## src/rtl/ekst_pkg.sv

```systemverilog
// ephemeral key tracker: shared constants and types
package ekst_pkg;
    // ----------------------------------------
    // widths
    // ----------------------------------------
    localparam int KEY_W  = 256;
    localparam int IDX_W  = 16;
    localparam int SLOT_W = 4;
    localparam int ROLL_W = 8;
    localparam int ROLL_N = 8;
    localparam int ADDR_W = 8;
    // ----------------------------------------
    // register offsets (byte addresses)
    // ----------------------------------------
    localparam logic [7:0] OFS_STATUS = 8'h00;
    localparam logic [7:0] OFS_CTRL   = 8'h04;
    localparam logic [7:0] OFS_ROLL0  = 8'h08;
    localparam logic [7:0] OFS_ROLL7  = 8'h24;
    // ----------------------------------------
    // field positions of the status word
    // ----------------------------------------
    localparam int ST_VALID = 0;
    localparam int ST_SRC   = 1;
    localparam int ST_ORIG  = 2;
    localparam int ST_RESTR = 3;
    localparam int ST_SLOT  = 4;
    // control word: random inclusion enable
    localparam int CT_RAND  = 0;
    // policy word: encrypted write enable
    localparam int POL_WR   = 14;
    // ----------------------------------------
    // reset values
    // ----------------------------------------
    localparam logic [31:0] CTRL_RST = 32'h0000_0001;
    localparam logic [7:0]  ROLL_RST = 8'h00;
    // command codes
    typedef enum logic [2:0] {
        EKST_SEED    = 3'b000,
        EKST_DIGEST  = 3'b001,
        EKST_COMPARE = 3'b010,
        EKST_DERIVE  = 3'b011,
        EKST_OTHER   = 3'b100
    } ekst_cmd_code_t;
    // one finished command from the command engine
    typedef struct packed {
        logic                done;
        ekst_cmd_code_t      code;
        logic                ok;
        logic                crc_err;
        logic                copy_ok;
        logic                use_rand;
        logic                restricted;
        logic                roll;
        logic [IDX_W-1:0]    key_idx;
        logic [KEY_W-1:0]    data;
    } ekst_cmd_t;
    // device power and safety events
    typedef struct packed {
        logic sleep;
        logic brownout;
        logic wdog;
        logic tamper;
        logic idle;
    } ekst_evt_t;
    // plain register port request
    typedef struct packed {
        logic              wr;
        logic              rd;
        logic [ADDR_W-1:0] addr;
        logic [31:0]       wdata;
    } ekst_bus_t;
endpackage

```

## src/rtl/ekst_tracker.sv

```systemverilog
// ephemeral key register, its status fields and related helpers
`timescale 1ns/100ps
// Behaviour
// hold 256-bit key from seed or digest
// key never readable over register port
// store 4-bit slot index on digest
// randomness flag: 0 random, 1 input only
// slot-origin flag set only by digest
// compare-restricted flag only from restricted digest
// validity bit marks key usable
// power, sleep, faults clear valid; idle keeps
// other commands clear valid, ok or not
// compare keeps valid on successful copy
// checksum-rejected command leaves valid alone
// seed or digest error clears valid
// seed and digest overwrite each other
// seed is challenge, optionally mixed with random
// responses are 256-bit digests
// crypt by xor of digest and text
// keys are 256 bits in hashes
// slot select uses low four index bits
// full 16-bit index goes into hash
// host runs seed before key roll
// roll on slots 0-7 bumps counter
// encrypted write needs policy bit 14
// sleep or power loss invalidates key
// key absent whenever valid is 0
module ekst_tracker (
    input  wire logic                        ref_clk,
    input  wire logic                        rst_b,
    input  wire ekst_pkg::ekst_bus_t         bus,
    output logic [31:0]                      rdata,
    input  wire ekst_pkg::ekst_cmd_t         cmd,
    input  wire logic [ekst_pkg::KEY_W-1:0]  rand_num,
    input  wire ekst_pkg::ekst_evt_t         evt,
    input  wire logic                        crypt_req,
    input  wire logic [ekst_pkg::KEY_W-1:0]  crypt_pad,
    input  wire logic [ekst_pkg::KEY_W-1:0]  crypt_text,
    input  wire logic                        wr_req,
    input  wire logic [15:0]                 slot_policy_word,
    output logic [ekst_pkg::KEY_W-1:0]       ephemeral_key_out,
    output logic                             key_present,
    output logic [ekst_pkg::KEY_W-1:0]       crypt_out,
    output logic [ekst_pkg::SLOT_W-1:0]      slot_sel,
    output logic [ekst_pkg::IDX_W-1:0]       msg_key_idx,
    output logic                             wr_grant
);
    // ----------------------------------------
    // state
    // ----------------------------------------
    typedef struct packed {
        logic [ekst_pkg::KEY_W-1:0]  key;
        logic [ekst_pkg::SLOT_W-1:0] slot_idx;
        logic                        src;
        logic                        orig;
        logic                        restr;
        logic                        valid;
        logic [31:0]                 ctrl;
        logic [ekst_pkg::ROLL_N-1:0][ekst_pkg::ROLL_W-1:0] roll;
        logic [31:0]                 rdata;
        logic [ekst_pkg::KEY_W-1:0]  crypt;
        logic [ekst_pkg::SLOT_W-1:0] slot_sel;
        logic [ekst_pkg::IDX_W-1:0]  msg_idx;
        logic                        grant;
    } ekst_state_t;

    ekst_state_t st;       // registered state
    ekst_state_t next_st;  // next state

    // ----------------------------------------
    // helpers
    // ----------------------------------------
    // slot used for key lookup: low nibble only
    function automatic logic [ekst_pkg::SLOT_W-1:0]
        slot_of(input logic [ekst_pkg::IDX_W-1:0] idx);
        slot_of = idx[ekst_pkg::SLOT_W-1:0];
    endfunction

    // any event that wipes working memory
    function automatic logic wipe(input ekst_pkg::ekst_evt_t e);
        wipe = e.sleep | e.brownout | e.wdog | e.tamper;
    endfunction

    // status word; the key itself is never in it
    function automatic logic [31:0] status_of(input ekst_state_t s);
        status_of = 32'h0000_0000;
        status_of[ekst_pkg::ST_VALID] = s.valid;
        status_of[ekst_pkg::ST_SRC]   = s.src;
        status_of[ekst_pkg::ST_ORIG]  = s.orig;
        status_of[ekst_pkg::ST_RESTR] = s.restr;
        status_of[ekst_pkg::ST_SLOT +: ekst_pkg::SLOT_W] = s.slot_idx;
    endfunction

    // ----------------------------------------
    // next-state logic
    // ----------------------------------------
    always_comb begin
        logic [ekst_pkg::SLOT_W-1:0] rs;
        logic                        mix;
        rs = slot_of(cmd.key_idx);
        mix = cmd.use_rand & st.ctrl[ekst_pkg::CT_RAND];
        next_st = st;

        // register port: reads answer one cycle later
        next_st.rdata = 32'h0000_0000;
        if (bus.rd) begin
            // key content has no address at all
            if (bus.addr == ekst_pkg::OFS_STATUS) begin
                next_st.rdata = status_of(st);
            end else if (bus.addr == ekst_pkg::OFS_CTRL) begin
                next_st.rdata = st.ctrl;
            end else if (bus.addr >= ekst_pkg::OFS_ROLL0 &&
                         bus.addr <= ekst_pkg::OFS_ROLL7 &&
                         bus.addr[1:0] == 2'b00) begin
                // roll counters, one word each
                next_st.rdata = {24'h00_0000,
                    st.roll[3'((bus.addr - ekst_pkg::OFS_ROLL0) >> 2)]};
            end
        end
        // control write; only the enable bit is stored
        if (bus.wr && bus.addr == ekst_pkg::OFS_CTRL) begin
            next_st.ctrl = 32'h0000_0000;
            next_st.ctrl[ekst_pkg::CT_RAND] = bus.wdata[ekst_pkg::CT_RAND];
        end

        // finished commands update the key state
        if (cmd.done && !cmd.crc_err) begin
            case (cmd.code)
                ekst_pkg::EKST_SEED: begin
                    if (cmd.ok) begin
                        // seed replaces any digest result
                        next_st.key = mix ? (cmd.data ^ rand_num)
                                          : cmd.data;
                        next_st.src = !mix;
                        next_st.orig = 1'b0;
                        next_st.restr = 1'b0;
                        next_st.valid = 1'b1;
                    end else begin
                        next_st.valid = 1'b0;
                    end
                end
                ekst_pkg::EKST_DIGEST: begin
                    if (cmd.ok) begin
                        // 256-bit digest replaces the seed
                        next_st.key = cmd.data;
                        next_st.slot_idx = rs;
                        next_st.orig = 1'b1;
                        next_st.restr = cmd.restricted;
                        next_st.valid = 1'b1;
                    end else begin
                        next_st.valid = 1'b0;
                    end
                end
                ekst_pkg::EKST_COMPARE: begin
                    // a successful copy keeps the key alive
                    next_st.valid = st.valid & cmd.ok & cmd.copy_ok;
                end
                ekst_pkg::EKST_DERIVE: begin
                    // roll only counts with a valid offset loaded
                    if (cmd.ok && cmd.roll && st.valid &&
                        rs < 4'(ekst_pkg::ROLL_N)) begin
                        next_st.roll[3'(rs)] =
                            st.roll[3'(rs)] + 8'h01;
                    end
                    next_st.valid = 1'b0;
                end
                ekst_pkg::EKST_OTHER: begin
                    next_st.valid = 1'b0;
                end
                default: begin
                    // unknown code still counts as a command
                    next_st.valid = 1'b0;
                end
            endcase
        end

        // key lookup and hash index for the command
        if (cmd.done && cmd.code != ekst_pkg::EKST_DIGEST) begin
            next_st.slot_sel = rs;
        end
        if (cmd.done) begin
            next_st.msg_idx = cmd.key_idx;
        end

        // xor crypt, symmetric both ways
        if (crypt_req) begin
            next_st.crypt = crypt_pad ^ crypt_text;
        end

        // encrypted slot write permission
        next_st.grant = wr_req &
            slot_policy_word[ekst_pkg::POL_WR];

        // sleep and faults win over everything; idle holds
        if (wipe(evt)) begin
            next_st.valid = 1'b0;
        end
    end

    // ----------------------------------------
    // state register
    // ----------------------------------------
    always_ff @(posedge ref_clk) begin
        if (!rst_b) begin
            // power-up: everything invalid
            st.key <= '0;
            st.slot_idx <= 4'h0;
            st.src <= 1'b0;
            st.orig <= 1'b0;
            st.restr <= 1'b0;
            st.valid <= 1'b0;
            st.ctrl <= ekst_pkg::CTRL_RST;
            st.roll <= {ekst_pkg::ROLL_N{ekst_pkg::ROLL_RST}};
            st.rdata <= 32'h0000_0000;
            st.crypt <= '0;
            st.slot_sel <= 4'h0;
            st.msg_idx <= 16'h0000;
            st.grant <= 1'b0;
        end else begin
            st <= next_st;
        end
    end

    // ----------------------------------------
    // outputs, all from flip-flops
    // ----------------------------------------
    assign rdata = st.rdata;
    assign ephemeral_key_out = st.key;
    assign key_present = st.valid;
    assign crypt_out = st.crypt;
    assign slot_sel = st.slot_sel;
    assign msg_key_idx = st.msg_idx;
    assign wr_grant = st.grant;
endmodule

```

## config.mk

```make
export PLATFORM = sky130hd
export DESIGN_NAME = ekst_tracker
export DESIGN_NICKNAME = d
export VERILOG_FILES = /design/src/rtl/ekst_pkg.sv /design/src/rtl/ekst_tracker.sv
export SDC_FILE = /design/constraint.sdc
export NUM_CORES = 2
export LEC_CHECK = 0
export BUFFER_PORTS_ARGS = -buffer_cell sky130_fd_sc_hd__buf_2
export CAP_MARGIN = 25
export CORE_AREA = 10 10 642 644
export DETAILED_ROUTE_END_ITERATION = 10
export DIE_AREA = 0 0 652 654
export GPL_TIMING_DRIVEN = 1
export PLACE_DENSITY = 0.3
export SYNTH_ARGS = -nofsm -noshare
export SYNTH_HDL_FRONTEND = slang
export SYNTH_SLANG_ARGS = --single-unit
```

## constraint.sdc

```tcl
create_clock -name ref_clk -period 4.5 [get_ports ref_clk]
set_clock_uncertainty 0.15 [all_clocks]
set_input_delay 0.675 -clock ref_clk [delete_from_list [all_inputs] [get_ports ref_clk]]
set_output_delay 0.675 -clock ref_clk [all_outputs]
set_load 0.005 [all_outputs]
```

==> results by group <==
Critical path
  • Type of the worst setup path: in -> reg
  • Data arrival time of the critical path: 4.04 ns
  • CP Launch Type: input port
  • Largest fanout on the critical path: 65
  • Critical Path Sink Type: flop
  • CP required: 5.05 ns

Clocking
  • Worst-skew pair later-pin latency: 0.81 ns
  • CTS tree: yes
  • Number of clock buffers inserted by TritonCTS: 97
  • Buffers from clock root to sink, at most: 4
  • Clock-pin slew reported for the worst setup and hold paths after clock tree synthesis: 0.07 ns
  • Clock sink total: 614
  • CTS root buffer: sky130_fd_sc_hd__clkbuf_16
  • # H-tree levels: 3

Placed design
  • RD Place Congestion: 1.01
  • Number of buffer cells added on primary ports: 1611
  • DP Wirelength: 259000 µm

Timing
  • Number of endpoints with negative hold slack in the final report: 0
  • Headroom to the max-slew limit: 0.338
  • Setup total negative slack: 0 ns
  • Achievable Freq: 0.286 GHz
  • Final clock period utilization by the worst path: 0.776
  • RSZ-0062 raised after global routing: no
  • Shortest clock period the worst path allows after layout: 3.49 ns
  • Max-slew violation total from the final report: 0
  • Slew at the pin closest to its max-slew limit: 0.985 ns
  • Setup-violating endpoint count in the final report: 0

Finish
  • Flip-flop and latch area: 12300 µm²
  • Multi-input gate area: 14400 µm²
  • Signed area change from the synthesized netlist to the final layout: 56.9%
  • Number of nets in the layout: 6148
  • Share of layout cells above drive strength 1: 0.368
  • Layout filler cell count: 46100

Die
  • Die area: 426000 µm²
  • Cell row count: 232
  • Core area: 399000 µm²
  • Initial core utilization: 0.0797
  • Horizontal die dimension: 652 µm
  • Die span in y: 654 µm
  • I/O pin count: 1683

Logic synthesis
  • Total of flip-flops plus latches after synthesis: 614
  • Synthesized area: 31800 µm²
  • Share of synthesized registers carrying an async set or reset: 0
  • Portion of the post-synthesis area used by sequential elements: 0.387
  • Mean instance size in the synthesized netlist: 8.80 µm²
  • Number of enable flip-flop cells after synthesis: 0
  • Library cells used by synthesis: 54
  • Synth Flop Type: sky130_fd_sc_hd__dfxtp_1
  • Yosys warns: 0
  • Synthesized netlist cell count: 3612

Routing
  • Final wirelength: 297000 µm
  • Final routed wire length divided by cell count: 28.3 µm
  • Via density per instance: 3.09
  • Drc violations: 0
  • Total number of vias: 32400
  • Length of the first detailed-routing pass in iterations: 5
  • Routed Antenna Nets: 0
  • Number of DRC markers in iteration 0: 2077

Pwr
  • Areal power density over the cells: 335 nW/µm²
  • Highest ir drop seen on vdd: 248 µV
  • Static leakage: 19.8 nW
  • Overall Power: 16.7 mW

Run status
  • Run status: complete, no violations

Global route
  • Vias in the first global route: 32200
  • Wire length of the first global-routing pass: 367000 µm
  • Number of antenna violations at the first check in global routing: 318
  • Overall overflow remaining after global route: 0
  • GRT Total Usage: 0.131
  • Maximum number of pins on one net before global-route repair: 148

Min path
  • Min-Delay Path Class: in -> reg

Run
  • Max-cap violation count: 0
-- per-layer routing --
metal	vias to the layer above	track usage	part of all wire
met4	96	0.0337	0.034
met2	1608	0.240	0.51
li1	14700	-	-
met5	-	0	0.0022
met1	15400	0.145	0.38
met3	639	0.0442	0.081
-- final timing paths --
| check | startpoint | end | slack, ns | cells past startpoint |
|---|---|---|---|---|
| setup / recovery | cmd[278] | ephemeral_key_out[87]$_SDFFE_PN0P_ | 1.01 | 9 |
| hold / removal | crypt_pad[150] | crypt_out[150]$_SDFFE_PN0P_ | 0.09 | 3 |
| setup reg to reg | st[373]$_SDFFE_PN1P_ | ephemeral_key_out[87]$_SDFFE_PN0P_ | 1.49 | 7 |
| hold reg to reg | slot_sel[3]$_SDFFE_PN0P_ | slot_sel[3]$_SDFFE_PN0P_ | 0.31 | 2 |
-- cell families (layout without fill, tap and decap cells) --
logic type               count (synthesis)  count (layout)  synth area share
XOR/XNOR                               514             514             0.142
flip-flops                             614             614             0.387
buffers and inverters                  819            2289             0.165
multiplexers                            94              94            0.0428
AO/OA/AOI/OAI                          611             611             0.143
AND/OR/NAND/NOR                        958             958             0.121
other                                    1             130          0.000118
adder cells (fa/ha/maj)                  1               1          0.000394
-- where the power goes --
group,switching (mW),internal [mW]
Clock,3.25,4.64
Sequential,0.163,5.69
Combinational,1.66,1.28
-- final cells by class --
cell class | count | area share
Clock buffer | 146 | 0.0576
Timing Repair Buffer | 2109 | 0.262
Inverter | 6 | 0.000602
Clock inverter | 28 | 0.00660
Tap cell | 5265 | 0.132
Sequential cell | 614 | 0.247
Multi-Input combinational cell | 2202 | 0.289
Antenna cell | 106 | 0.00532
-- state kept, by name, summed over array words and instances, names as in the netlist --
signal,cells
crypt_out,256
ephemeral_key_out,256
key_present,1
msg_key_idx,16
rdata,8
slot_sel,4
st,72
wr_grant,1
-- per-stage QoR --
step                 util  instances  instance area, µm²  hold WS [ns]  setup slack, ns
floorplan               -       3635               31900         0.282             1.46
global placement    0.106       9767               42100         0.294            0.932
detailed placement  0.106       9767               42100         0.300            0.954
CTS                 0.124      10400               49600      0.000262             1.01
global route        0.125      10400               49800        0.0272            0.924
finish              0.125      10500               49800        0.0862             1.01
-- critical path, cell delays in order --
cell                            delay, ns
sky130_fd_sc_hd__dlygate4sd3_1       0.56
sky130_fd_sc_hd__buf_2               0.18
sky130_fd_sc_hd__or3b_2              0.32
sky130_fd_sc_hd__and2_4              0.80
sky130_fd_sc_hd__buf_12              0.39
sky130_fd_sc_hd__nand2_1             0.12
sky130_fd_sc_hd__xor2_1              0.15
sky130_fd_sc_hd__dlygate4sd3_1       0.55
sky130_fd_sc_hd__a211oi_1            0.22
-- synthesized netlist by cell type, types with 10 or more instances --
cell type                  number  area (µm²)
sky130_fd_sc_hd__dfxtp_1      614       12300
sky130_fd_sc_hd__nor2_1       568        2130
sky130_fd_sc_hd__buf_4        564        4230
sky130_fd_sc_hd__a211oi_1     512        3840
sky130_fd_sc_hd__nand2_1      306        1150
sky130_fd_sc_hd__xnor2_1      257        2250
sky130_fd_sc_hd__xor2_1       257        2250
sky130_fd_sc_hd__clkbuf_1     207         777
sky130_fd_sc_hd__mux2i_1       52         521
sky130_fd_sc_hd__buf_1         23        86.3
sky130_fd_sc_hd__mux4_2        22         495
sky130_fd_sc_hd__o21ai_0       20         100
sky130_fd_sc_hd__a21oi_1       17        85.1
sky130_fd_sc_hd__buf_2         17        85.1
sky130_fd_sc_hd__o211ai_1      17         128
sky130_fd_sc_hd__nand4_1       16         100
sky130_fd_sc_hd__nand3_1       15        75.1
sky130_fd_sc_hd__mux2_2        11         124
sky130_fd_sc_hd__nor4_1        11        68.8
sky130_fd_sc_hd__and2_1        10        62.6
-- timing repair --
action / CTS / global route
setup buffers: 0 / 0
hold buffers: 429 / 0
endpoints found under the hold margin: 326 / 0
setup endpoints to repair: 0 / 0
gates resized for setup: 0 / 0
-- cells in the final DEF (no fill, tap or decap), types with 13 or more instances in the layout --
cell type / netlist / layout
sky130_fd_sc_hd__mux2i_1: 52 / 52
sky130_fd_sc_hd__clkbuf_16: 0 / 97
sky130_fd_sc_hd__nand2_1: 306 / 306
sky130_fd_sc_hd__nand3_1: 15 / 15
sky130_fd_sc_hd__buf_12: 0 / 15
sky130_fd_sc_hd__buf_2: 17 / 1610
sky130_fd_sc_hd__xnor2_1: 257 / 257
sky130_fd_sc_hd__buf_4: 564 / 54
sky130_fd_sc_hd__o211ai_1: 17 / 17
sky130_fd_sc_hd__dlygate4sd3_1: 0 / 429
sky130_fd_sc_hd__mux4_2: 22 / 22
sky130_fd_sc_hd__dfxtp_1: 614 / 614
sky130_fd_sc_hd__a211oi_1: 512 / 512
sky130_fd_sc_hd__clkinv_2: 0 / 13
sky130_fd_sc_hd__a21oi_1: 17 / 17
sky130_fd_sc_hd__clkbuf_8: 0 / 26
sky130_fd_sc_hd__o21ai_0: 20 / 20
sky130_fd_sc_hd__diode_2: 0 / 106
sky130_fd_sc_hd__conb_1: 1 / 24
sky130_fd_sc_hd__nor2_1: 568 / 568
sky130_fd_sc_hd__xor2_1: 257 / 257
sky130_fd_sc_hd__nand4_1: 16 / 16
sky130_fd_sc_hd__clkbuf_1: 207 / 23
Power figures use the tool's default switching activity.
